$ cat src/design/pms_pkg.sv
// package: register map, field layout, reset values and mode codes of the power mode switch
package pms_pkg;
  localparam int PMS_ADDR_W = 3;
  localparam int PMS_DATA_W = 8;
  // register offsets
  localparam logic [2:0] PMS_ADDR_SYSCLK_CTRL = 3'h0;
  localparam logic [2:0] PMS_ADDR_FAST_OSC_CTRL = 3'h1;
  localparam logic [2:0] PMS_ADDR_PORTA_WAKE = 3'h2;
  localparam logic [2:0] PMS_ADDR_STATUS = 3'h3;
  localparam logic [2:0] PMS_ADDR_WDT_CTRL = 3'h4;
  localparam logic [2:0] PMS_ADDR_MODE = 3'h5;
  // field positions
  localparam int PMS_CKS_LSB = 5;
  localparam int PMS_FAST_KEEP_BIT = 1;
  localparam int PMS_SLOW_KEEP_BIT = 0;
  localparam int PMS_FAST_STABLE_BIT = 1;
  localparam int PMS_FAST_EN_BIT = 0;
  localparam int PMS_PDF_BIT = 1;
  localparam int PMS_TO_BIT = 0;
  localparam int PMS_WDT_EN_BIT = 0;
  // clock select codes
  localparam logic [2:0] PMS_CKS_SLOW = 3'h7;
  localparam logic [2:0] PMS_CKS_RESET = 3'h0;
  // reset values
  localparam logic PMS_FAST_KEEP_RST = 1'h0;
  localparam logic PMS_SLOW_KEEP_RST = 1'h0;
  localparam logic PMS_FAST_EN_RST = 1'h1;
  localparam logic PMS_WDT_EN_RST = 1'h1;
  localparam logic [7:0] PMS_WAKE_EN_RST = 8'h00;

  // power state, gray coded in the listed order: active, sleep, low, both, high idle
  typedef enum logic [2:0] {
    PMS_ACTIVE = 3'h0,
    PMS_SLEEP = 3'h1,
    PMS_IDLE_LOW = 3'h3,
    PMS_IDLE_BOTH = 3'h2,
    PMS_IDLE_HIGH = 3'h6
  } pms_power_t;

  typedef struct packed {
    logic [PMS_ADDR_W-1:0] addr;
    logic [PMS_DATA_W-1:0] wdata;
    logic wr;
    logic rd;
  } pms_bus_req_t;

  typedef struct packed {
    logic [2:0] sysClkSelect;
    logic cpuClkRun;
    logic highSpeedClkOn;
    logic lowSpeedSubclkOn;
    logic fastOscEnable;
    logic slowOscEnable;
  } pms_clk_ctrl_t;
endpackage : pms_pkg

$ cat src/design/pms_mode_ctrl.sv
// power mode switch: clock select, halt into sleep/idle, flags, watchdog hooks and wake-up
// Operation
// - writing select 111 in fast mode moves the system clock to the subclock
// - the slow switch completes only once the low-speed oscillator is stable
// - from slow mode, codes 000..110 select high-speed clock divided 1..64
// - halt with both keep bits 0 enters sleep, everything but watchdog stops
// - halt with fast keep 0, slow keep 1 enters low-clock idle
// - halt with both keep bits 1 enters both-clocks idle
// - halt with fast keep 1, slow keep 0 enters high-clock idle
// - in sleep or idle, state is held and execution stops at halt
// - halt sets power-down flag and clears watchdog timeout flag
// - halt clears watchdog counter; it runs on only when enabled
// - low power wakes on enabled port A fall, interrupt or watchdog overflow
// - power-down flag clears only on power-up or clear-watchdog instruction
// - watchdog overflow in low power sets timeout, resets only PC and stack pointer
// - each port A pin has its own wake enable bit
// - pin wake-up resumes at the instruction after halt
// - disabled interrupt or full stack wake resumes after halt, request stays pending
// - enabled interrupt with stack room wakes into normal interrupt response
// - an interrupt already requesting at entry cannot wake the device
// - select 000 undivided, each code doubles division to 110, 111 is subclock
// - enabling the fast oscillator clears its stable flag until it stabilises
// - low-speed oscillator keeps running while the watchdog is enabled
`timescale 1ns/1ps
module pms_mode_ctrl import pms_pkg::*; #(
  parameter int PORT_W = 8,
  parameter int IRQ_W = 4
) (
  input wire logic clk,
  input wire logic nrst,
  input wire pms_bus_req_t busReq,
  output logic [PMS_DATA_W-1:0] rdData,
  input wire logic haltExec,
  input wire logic clrWdtExec,
  input wire logic [IRQ_W-1:0] irqReq,
  input wire logic [IRQ_W-1:0] irqEnable,
  input wire logic stackFull,
  input wire logic wdtOverflow,
  input wire logic [PORT_W-1:0] portAPin,
  input wire logic fastOscReady,
  input wire logic slowOscReady,
  output pms_clk_ctrl_t clkCtrl,
  output logic cpuHold,
  output logic wdtClear,
  output logic wdtRun,
  output logic resumeAfterHalt,
  output logic irqResponse,
  output logic pcSpReset
);

  // parameters outside what the bus and port fields can carry are refused
  if (PORT_W < 1 || PORT_W > PMS_DATA_W) begin : g_bad_port
    $error("PORT_W must be 1 to 8");
  end
  if (IRQ_W < 1) begin : g_bad_irq
    $error("IRQ_W must be at least 1");
  end

  localparam int SYNC_W = PORT_W + 2;

  // keep bits in the halt cycle pick the low power state
  function automatic pms_power_t halt_target(input logic fastKeep, input logic slowKeep);
    pms_power_t target;
    target = PMS_SLEEP;
    unique case ({fastKeep, slowKeep})
      2'b00: target = PMS_SLEEP;
      2'b01: target = PMS_IDLE_LOW;
      2'b11: target = PMS_IDLE_BOTH;
      2'b10: target = PMS_IDLE_HIGH;
    endcase
    return target;
  endfunction : halt_target

  function automatic logic keeps_fast(input pms_power_t st);
    return (st == PMS_IDLE_BOTH) || (st == PMS_IDLE_HIGH);
  endfunction : keeps_fast

  function automatic logic keeps_slow(input pms_power_t st);
    return (st == PMS_IDLE_BOTH) || (st == PMS_IDLE_LOW);
  endfunction : keeps_slow

  logic [2:0] cksField_reg;
  logic [2:0] actSel_reg;
  logic slowPending_reg;
  logic fastKeep_reg;
  logic slowKeep_reg;
  logic fastEn_reg;
  logic fastStable_reg;
  logic [PORT_W-1:0] wakeEn_reg;
  logic wdtEn_reg;
  logic pdf_reg;
  logic to_reg;
  pms_power_t power_reg;
  pms_power_t power_next;
  logic [IRQ_W-1:0] irqBlocked_reg;
  logic [SYNC_W-1:0] sync1_reg;
  logic [SYNC_W-1:0] sync2_reg;
  logic [SYNC_W-1:0] sync3_reg;
  logic [SYNC_W-1:0] filt_reg;
  logic [PORT_W-1:0] portPrev_reg;
  logic wdtClear_reg;
  logic resume_reg;
  logic irqResp_reg;
  logic pcSp_reg;
  logic [PMS_DATA_W-1:0] rdData_reg;

  logic wrSysClk;
  logic wrFastOsc;
  logic [2:0] wrCks;
  logic slowStable;
  logic fastReadySync;
  logic lowPower;
  logic haltGo;
  logic [PORT_W-1:0] pinFall;
  logic pinWake;
  logic [IRQ_W-1:0] irqNew;
  logic irqWake;
  logic irqServe;

  assign wrSysClk = busReq.wr && (busReq.addr == PMS_ADDR_SYSCLK_CTRL);
  assign wrFastOsc = busReq.wr && (busReq.addr == PMS_ADDR_FAST_OSC_CTRL);
  assign wrCks = busReq.wdata[PMS_CKS_LSB +: 3];
  assign lowPower = (power_reg != PMS_ACTIVE);
  assign haltGo = haltExec && !lowPower;
  assign slowStable = filt_reg[0];
  assign fastReadySync = filt_reg[1];

  // pins and oscillator ready levels cross in through three flops; a level is accepted
  // only when stages two and three agree, which filters a single-cycle glitch
  always_ff @(posedge clk) begin
    if (!nrst) begin
      sync1_reg <= '0;
      sync2_reg <= '0;
      sync3_reg <= '0;
      filt_reg <= '0;
    end else begin
      sync1_reg <= {portAPin, fastOscReady, slowOscReady};
      sync2_reg <= sync1_reg;
      sync3_reg <= sync2_reg;
      filt_reg <= (sync2_reg & ~(sync2_reg ^ sync3_reg)) | (filt_reg & (sync2_reg ^ sync3_reg));
    end
  end

  // port A falling edges, each gated by its own enable
  always_ff @(posedge clk) begin
    if (!nrst) begin
      portPrev_reg <= '0;
    end else begin
      portPrev_reg <= filt_reg[SYNC_W-1:2];
    end
  end
  assign pinFall = portPrev_reg & ~filt_reg[SYNC_W-1:2] & wakeEn_reg;
  assign pinWake = |pinFall;

  // only requests that were not already up at halt may wake
  assign irqNew = irqReq & ~irqBlocked_reg;
  assign irqWake = |irqNew;
  assign irqServe = |(irqNew & irqEnable) && !stackFull;

  // software side configuration registers
  always_ff @(posedge clk) begin
    if (!nrst) begin
      cksField_reg <= PMS_CKS_RESET;
      fastKeep_reg <= PMS_FAST_KEEP_RST;
      slowKeep_reg <= PMS_SLOW_KEEP_RST;
      wakeEn_reg <= PORT_W'(PMS_WAKE_EN_RST);
      wdtEn_reg <= PMS_WDT_EN_RST;
    end else if (busReq.wr) begin
      unique case (busReq.addr)
        PMS_ADDR_SYSCLK_CTRL: begin
          cksField_reg <= wrCks;
          fastKeep_reg <= busReq.wdata[PMS_FAST_KEEP_BIT];
          slowKeep_reg <= busReq.wdata[PMS_SLOW_KEEP_BIT];
        end
        PMS_ADDR_PORTA_WAKE: wakeEn_reg <= busReq.wdata[PORT_W-1:0];
        PMS_ADDR_WDT_CTRL: wdtEn_reg <= busReq.wdata[PMS_WDT_EN_BIT];
        default: ;
      endcase
    end
  end

  // applied clock select; the move to the subclock waits for the slow oscillator while
  // the core keeps running on the divided fast clock, so there is never a dead clock
  always_ff @(posedge clk) begin
    if (!nrst) begin
      actSel_reg <= PMS_CKS_RESET;
      slowPending_reg <= 1'b0;
    end else if (wrSysClk && wrCks != PMS_CKS_SLOW) begin
      actSel_reg <= wrCks;
      slowPending_reg <= 1'b0;
    end else if (wrSysClk && actSel_reg != PMS_CKS_SLOW) begin
      slowPending_reg <= 1'b1;
    end else if (slowPending_reg && slowStable) begin
      actSel_reg <= PMS_CKS_SLOW;
      slowPending_reg <= 1'b0;
    end
  end

  // fast oscillator enable and its stable flag; software polls the flag before
  // trusting a fast divided clock after the oscillator was off
  always_ff @(posedge clk) begin
    if (!nrst) begin
      fastEn_reg <= PMS_FAST_EN_RST;
      fastStable_reg <= 1'b0;
    end else begin
      if (wrFastOsc) begin
        fastEn_reg <= busReq.wdata[PMS_FAST_EN_BIT];
      end
      if (wrFastOsc && busReq.wdata[PMS_FAST_EN_BIT] && !fastEn_reg) begin
        fastStable_reg <= 1'b0;
      end else begin
        fastStable_reg <= fastEn_reg && fastReadySync;
      end
    end
  end

  // power state: halt decodes the keep bits of that very cycle, wake returns to active
  always_comb begin
    power_next = power_reg;
    if (haltGo) begin
      power_next = halt_target(fastKeep_reg, slowKeep_reg);
    end else if (lowPower && (wdtOverflow || irqWake || pinWake)) begin
      power_next = PMS_ACTIVE;
    end
  end

  always_ff @(posedge clk) begin
    if (!nrst) begin
      power_reg <= PMS_ACTIVE;
    end else begin
      power_reg <= power_next;
    end
  end

  // snapshot of requests already pending when low power is entered
  always_ff @(posedge clk) begin
    if (!nrst) begin
      irqBlocked_reg <= '0;
    end else if (haltGo) begin
      irqBlocked_reg <= irqReq;
    end else if (!lowPower) begin
      irqBlocked_reg <= '0;
    end
  end

  // status flags; a set in the same cycle as a clear wins
  always_ff @(posedge clk) begin
    if (!nrst) begin
      pdf_reg <= 1'b0;
      to_reg <= 1'b0;
    end else begin
      if (haltGo) begin
        pdf_reg <= 1'b1;
      end else if (clrWdtExec) begin
        pdf_reg <= 1'b0;
      end
      if (wdtOverflow) begin
        to_reg <= 1'b1;
      end else if (haltGo) begin
        to_reg <= 1'b0;
      end
    end
  end

  // one-cycle pulses to the core and watchdog; the wake kind picks where execution goes
  always_ff @(posedge clk) begin
    if (!nrst) begin
      wdtClear_reg <= 1'b0;
      resume_reg <= 1'b0;
      irqResp_reg <= 1'b0;
      pcSp_reg <= 1'b0;
    end else begin
      wdtClear_reg <= haltGo || clrWdtExec;
      pcSp_reg <= lowPower && wdtOverflow;
      irqResp_reg <= lowPower && !wdtOverflow && irqWake && irqServe;
      // pin wake and unserviceable interrupt wake both continue after halt
      resume_reg <= lowPower && !wdtOverflow && ((irqWake && !irqServe) ||
                    (!irqWake && pinWake));
    end
  end

  // register read: data stands only in the cycle after the strobe
  always_ff @(posedge clk) begin
    if (!nrst) begin
      rdData_reg <= '0;
    end else if (busReq.rd) begin
      unique case (busReq.addr)
        PMS_ADDR_SYSCLK_CTRL: rdData_reg <= {cksField_reg, 3'h0, fastKeep_reg, slowKeep_reg};
        PMS_ADDR_FAST_OSC_CTRL: rdData_reg <= {6'h00, fastStable_reg, fastEn_reg};
        PMS_ADDR_PORTA_WAKE: rdData_reg <= PMS_DATA_W'(wakeEn_reg);
        PMS_ADDR_STATUS: rdData_reg <= {6'h00, pdf_reg, to_reg};
        PMS_ADDR_WDT_CTRL: rdData_reg <= {7'h00, wdtEn_reg};
        PMS_ADDR_MODE: rdData_reg <= {slowPending_reg, power_reg, 1'b0, actSel_reg};
        default: rdData_reg <= '0;
      endcase
    end else begin
      rdData_reg <= '0;
    end
  end
  assign rdData = rdData_reg;

  // clock gating and oscillator enables; the core freezes so memory, registers and ports
  // hold their state while it is stopped
  assign clkCtrl.sysClkSelect = actSel_reg;
  assign clkCtrl.cpuClkRun = !lowPower;
  assign clkCtrl.fastOscEnable = fastEn_reg && (!lowPower || keeps_fast(power_reg));
  assign clkCtrl.highSpeedClkOn = clkCtrl.fastOscEnable;
  assign clkCtrl.lowSpeedSubclkOn = !lowPower || keeps_slow(power_reg);
  assign clkCtrl.slowOscEnable = clkCtrl.lowSpeedSubclkOn || wdtEn_reg;
  assign cpuHold = lowPower;
  assign wdtClear = wdtClear_reg;
  assign wdtRun = wdtEn_reg;
  assign resumeAfterHalt = resume_reg;
  assign irqResponse = irqResp_reg;
  assign pcSpReset = pcSp_reg;
endmodule : pms_mode_ctrl

$ cat config.mk
export PLATFORM = sky130hd
export DESIGN_NAME = pms_mode_ctrl
export DESIGN_NICKNAME = d
export VERILOG_FILES = /design/src/design/pms_pkg.sv /design/src/design/pms_mode_ctrl.sv
export SDC_FILE = /design/constraint.sdc
export NUM_CORES = 1
export LEC_CHECK = 0
export ABC_AREA = 1
export BUFFER_PORTS_ARGS = -buffer_cell sky130_fd_sc_hd__buf_2
export CAP_MARGIN = 20
export CORE_MARGIN = 3
export CORE_UTILIZATION = 54
export DETAILED_ROUTE_END_ITERATION = 12
export GPL_TIMING_DRIVEN = 0
export PLACE_DENSITY = 0.75
export SETUP_SLACK_MARGIN = 0.02
export SYNTH_ARGS = -nofsm -noshare
export SYNTH_HDL_FRONTEND = slang
export SYNTH_SLANG_ARGS = --single-unit
$ cat constraint.sdc
create_clock -name clk -period 1.4 [get_ports clk]
set_input_delay 0.07 -clock clk [delete_from_list [all_inputs] [get_ports clk]]
set_output_delay 0.07 -clock clk [all_outputs]
set_load 0.05 [all_outputs]
==> results.json <==
{
  "critical_path.cell_chain": "inv_4, a211oi_4, buf_4, buf_8",
  "final_nets": 536,
  "grt_first_pass_wirelength_um": 11200,
  "setup.worst_path.end_class": "output pin",
  "average_footprint_of_a_synthesized_cell_um2": 7.92,
  "dieArea_um2": 6910,
  "critical_path_peak_fanout": 4,
  "ctsRootBufferMaster": "sky130_fd_sc_hd__clkbuf_8",
  "share_seq_of_total_power_pct": 54.2,
  "criticalPathCategory": "register to output pin",
  "dp.final_hpwl_um": 4670,
  "worst_ep_arrival_time_ns": 1.30,
  "grt_max_degree": 16,
  "detail-route-antenna-nets": 0,
  "skew_ns": 0.00891,
  "cts_max_path_buffers": 2,
  "finalSetupViolations": 0,
  "worst-endpoint-required_ns": 1.33,
  "power_frac_comb_pct": 10.3,
  "route.detailed.wl_per_inst_um": 11.6,
  "timing.max_cap.violations": 0,
  "portBuffers": 57,
  "unrepaired_setup_endpoints_after_global_routing": "yes",
  "tritoncts": "done",
  "slew_headroom_pct": 66.7,
  "drtIter0Drc": 227,
  "crit_slowest_cell": "sky130_fd_sc_hd__dfxtp_4",
  "synth_top_area_share_pct": 55.4,
  "residual_drc_count": 0,
  "setup_tns_ns": 0,
  "finalWorstPathRequiredPeriod_ns": 1.37,
  "synth.lib_cells_used.distinct": 31,
  "power.share.clock_pct": 35.4,
  "worst_path_largest_cell_delay_ns": 0.39,
  "cellInternalPower_w": 0.00363,
  "clkLatencyLatePin_ns": 0.36,
  "cellLeakagePower_nw": 2.07,
  "grt_overflow_total": 0,
  "power.switching_fraction_pct": 25.5,
  "cell_types_with_the_highest_counts_after_synthesis": "89 x sky130_fd_sc_hd__dfxtp_1, 81 x sky130_fd_sc_hd__inv_1, 72 x sky130_fd_sc_hd__nand2_1",
  "grt.total_usage_pct": 19.9,
  "start_util_pct": 57.0,
  "timing.critical_path.buf_inv": 3,
  "critPathTopFamily": "flip-flops",
  "outcome": "finished clean",
  "final_layout_size_suffix_gt1_share_pct": 19.8,
  "num_rows": 27,
  "clock-sinks": 89,
  "ir_drop_mv": 0.902,
  "die-height_um": 83.2,
  "timing.final.hold_violations": 0,
  "netlist_instances": 406,
  "final_core_util_pct": 72.7,
  "first_global_vias": 2592,
  "die_w_um": 83.2,
  "power_switching_w": 0.00124,
  "seq_area_frac_synth_pct": 55.4,
  "max_slew_violation_total_from_the_final_report": 0,
  "hold_path.class": "input pin to register",
  "synth.top_cells.by_area": "sky130_fd_sc_hd__dfxtp_1 55%, sky130_fd_sc_hd__inv_1 9.5%, sky130_fd_sc_hd__nand2_1 8.4%",
  "synthMostInstantiatedCell": "sky130_fd_sc_hd__dfxtp_1",
  "cts_made_buffers": 9,
  "min_period_over_period_pct": 97.6,
  "synthFlopType": "sky130_fd_sc_hd__dfxtp_1",
  "gpl.final_weighted_congestion": 0.906,
  "core-area_um2": 5640,
  "layout-area-overhead-vs-synth_pct": 27.5,
  "syn-cell-area_um2": 3210,
  "synth_edf_count": 0,
  "ys_warn_count": 0,
  "synth_register_bits": 89,
  "timing_worst_slew_pin_value_ns": 0.499,
  "report.power.total_w": 0.00488,
  "postRouteWirelength_um": 6650,
  "power_density_over_the_cells_nw_per_um2": 1190,
  "worstSetupStartpointType": "register",
  "maximum_clock_frequency_ghz": 0.732,
  "synth_nets": 443,
  "avgViaCountPerCell": 4.82,
  "antenna_found_initial": 0,
  "ioPinCount": 59,
  "dr.pass1.iters": 5,
  "detailed_route_via_count": 2775,
  "cts_max_level": 3,
  "antenna_cells": 0,
  "path_clk_slew_ns": 0.08,
  "synth-async-reset-ratio_pct": 0,
  "yosysTopAreaCell": "sky130_fd_sc_hd__dfxtp_1"
}
metal layers:
layer | track usage [%] | up-vias | share of wire, %
met1 | 22.2 | 1200 | 42
li1 | - | 1452 | -
met4 | 8.62 | 0 | 2.8
met5 | 0 | - | 0
met2 | 33.9 | 98 | 48
met3 | 7.24 | 25 | 6.6
final timing paths:
check / to / cells after the start / start / slack (ns)
max: clkCtrl[3] / 4 / power_reg[1] / 0.03
min: wakeEn_reg[6] / 3 / busReq[8] / 0.02
max reg2reg: power_reg[1] / 5 / power_reg[0] / 0.20
min reg2reg: sync2_reg[0] / 2 / sync1_reg[0] / 0.42
through the flow:
| step | instance area [µm²] | hold slack [ns] | cells | worst slack, ns |
|---|---|---|---|---|
| 6_report | 4100 | 0.0164 | 576 | 0.0340 |
| 5_1_grt | 4100 | 0.0468 | 576 | -0.0367 |
| 4_1_cts | 4050 | 0.00589 | 574 | -0.0273 |
| 3_5_place_dp | 3610 | 0.256 | 535 | 0.214 |
| 3_3_place_gp | 3610 | 0.250 | 535 | 0.222 |
| 2_1_floorplan | 3230 | 0.149 | 406 | -0.314 |
timing repair:
action / CTS / global route
buffers inserted: 0 / 2
hold buffers: 23 / 0
endpoints found under the setup margin: 5 / 6
resized for setup: 8 / 12
pin swaps: 1 / 2
endpoints found under the hold margin: 26 / 0
cell families (layout without fill, tap and decap cells):
family                 after synthesis  count (layout)  synth area share (%)
AO/OA/AOI/OAI                       70              70                  12.2
buffers and inverters               94             192                  11.4
flip-flops                          89              89                  55.4
AND/OR/NAND/NOR                    153             153                  21.0
worst reg2reg max path, cell delays in order (launching register included):
cell                      delay, ns
sky130_fd_sc_hd__dfxtp_2       0.37
sky130_fd_sc_hd__nor3_4        0.24
sky130_fd_sc_hd__nand2_1       0.16
sky130_fd_sc_hd__inv_2         0.14
sky130_fd_sc_hd__o21ai_0       0.09
sky130_fd_sc_hd__a21oi_1       0.14
area by class of cell:
cell class | instances | area [µm²]
Clock inverter | 6 | 67.6
Multi-Input combinational cell | 223 | 1090
Buffer | 10 | 51.3
Tap cell | 72 | 90.1
Timing Repair Buffer | 82 | 564
Clock buffer | 10 | 128
Sequential cell | 89 | 1790
Inverter | 84 | 318
Fill cell | 455 | 1540
power groups by stage:
stage | sequential (W) | clock (W) | combinational [W]
5_1_grt | 0.00265 | 0.00187 | 0.000556
4_1_cts | 0.00264 | 0.00177 | 0.000486
2_1_floorplan | 0.00273 | 0 | 0.000254
3_5_place_dp | 0.00270 | 0 | 0.000426
6_report | 0.00264 | 0.00173 | 0.000504
3_3_place_gp | 0.00270 | 0 | 0.000419
placed cells by master, fill, tap and decap left out, types with 2 or more instances in the layout:
master	instances
sky130_fd_sc_hd__dlygate4sd3_1	23
sky130_fd_sc_hd__nand3_1	27
sky130_fd_sc_hd__inv_2	4
sky130_fd_sc_hd__buf_8	2
sky130_fd_sc_hd__nor3_1	3
sky130_fd_sc_hd__nor3_4	2
sky130_fd_sc_hd__nor2_1	36
sky130_fd_sc_hd__o22ai_1	5
sky130_fd_sc_hd__nand2_1	71
sky130_fd_sc_hd__nand2_2	2
sky130_fd_sc_hd__o21ai_2	4
sky130_fd_sc_hd__a21oi_1	26
sky130_fd_sc_hd__dfxtp_1	86
sky130_fd_sc_hd__dfxtp_2	2
sky130_fd_sc_hd__clkbuf_4	2
sky130_fd_sc_hd__buf_6	2
sky130_fd_sc_hd__clkinvlp_4	2
sky130_fd_sc_hd__buf_2	53
sky130_fd_sc_hd__a22oi_1	2
sky130_fd_sc_hd__o21ai_0	21
sky130_fd_sc_hd__inv_1	79
sky130_fd_sc_hd__nand4_1	5
sky130_fd_sc_hd__clkbuf_8	9
sky130_fd_sc_hd__buf_4	4
sky130_fd_sc_hd__nand3b_1	2
sky130_fd_sc_hd__o21ai_1	7
sky130_fd_sc_hd__clkbuf_1	7
Note: power is estimated with default switching activity, not from simulation.
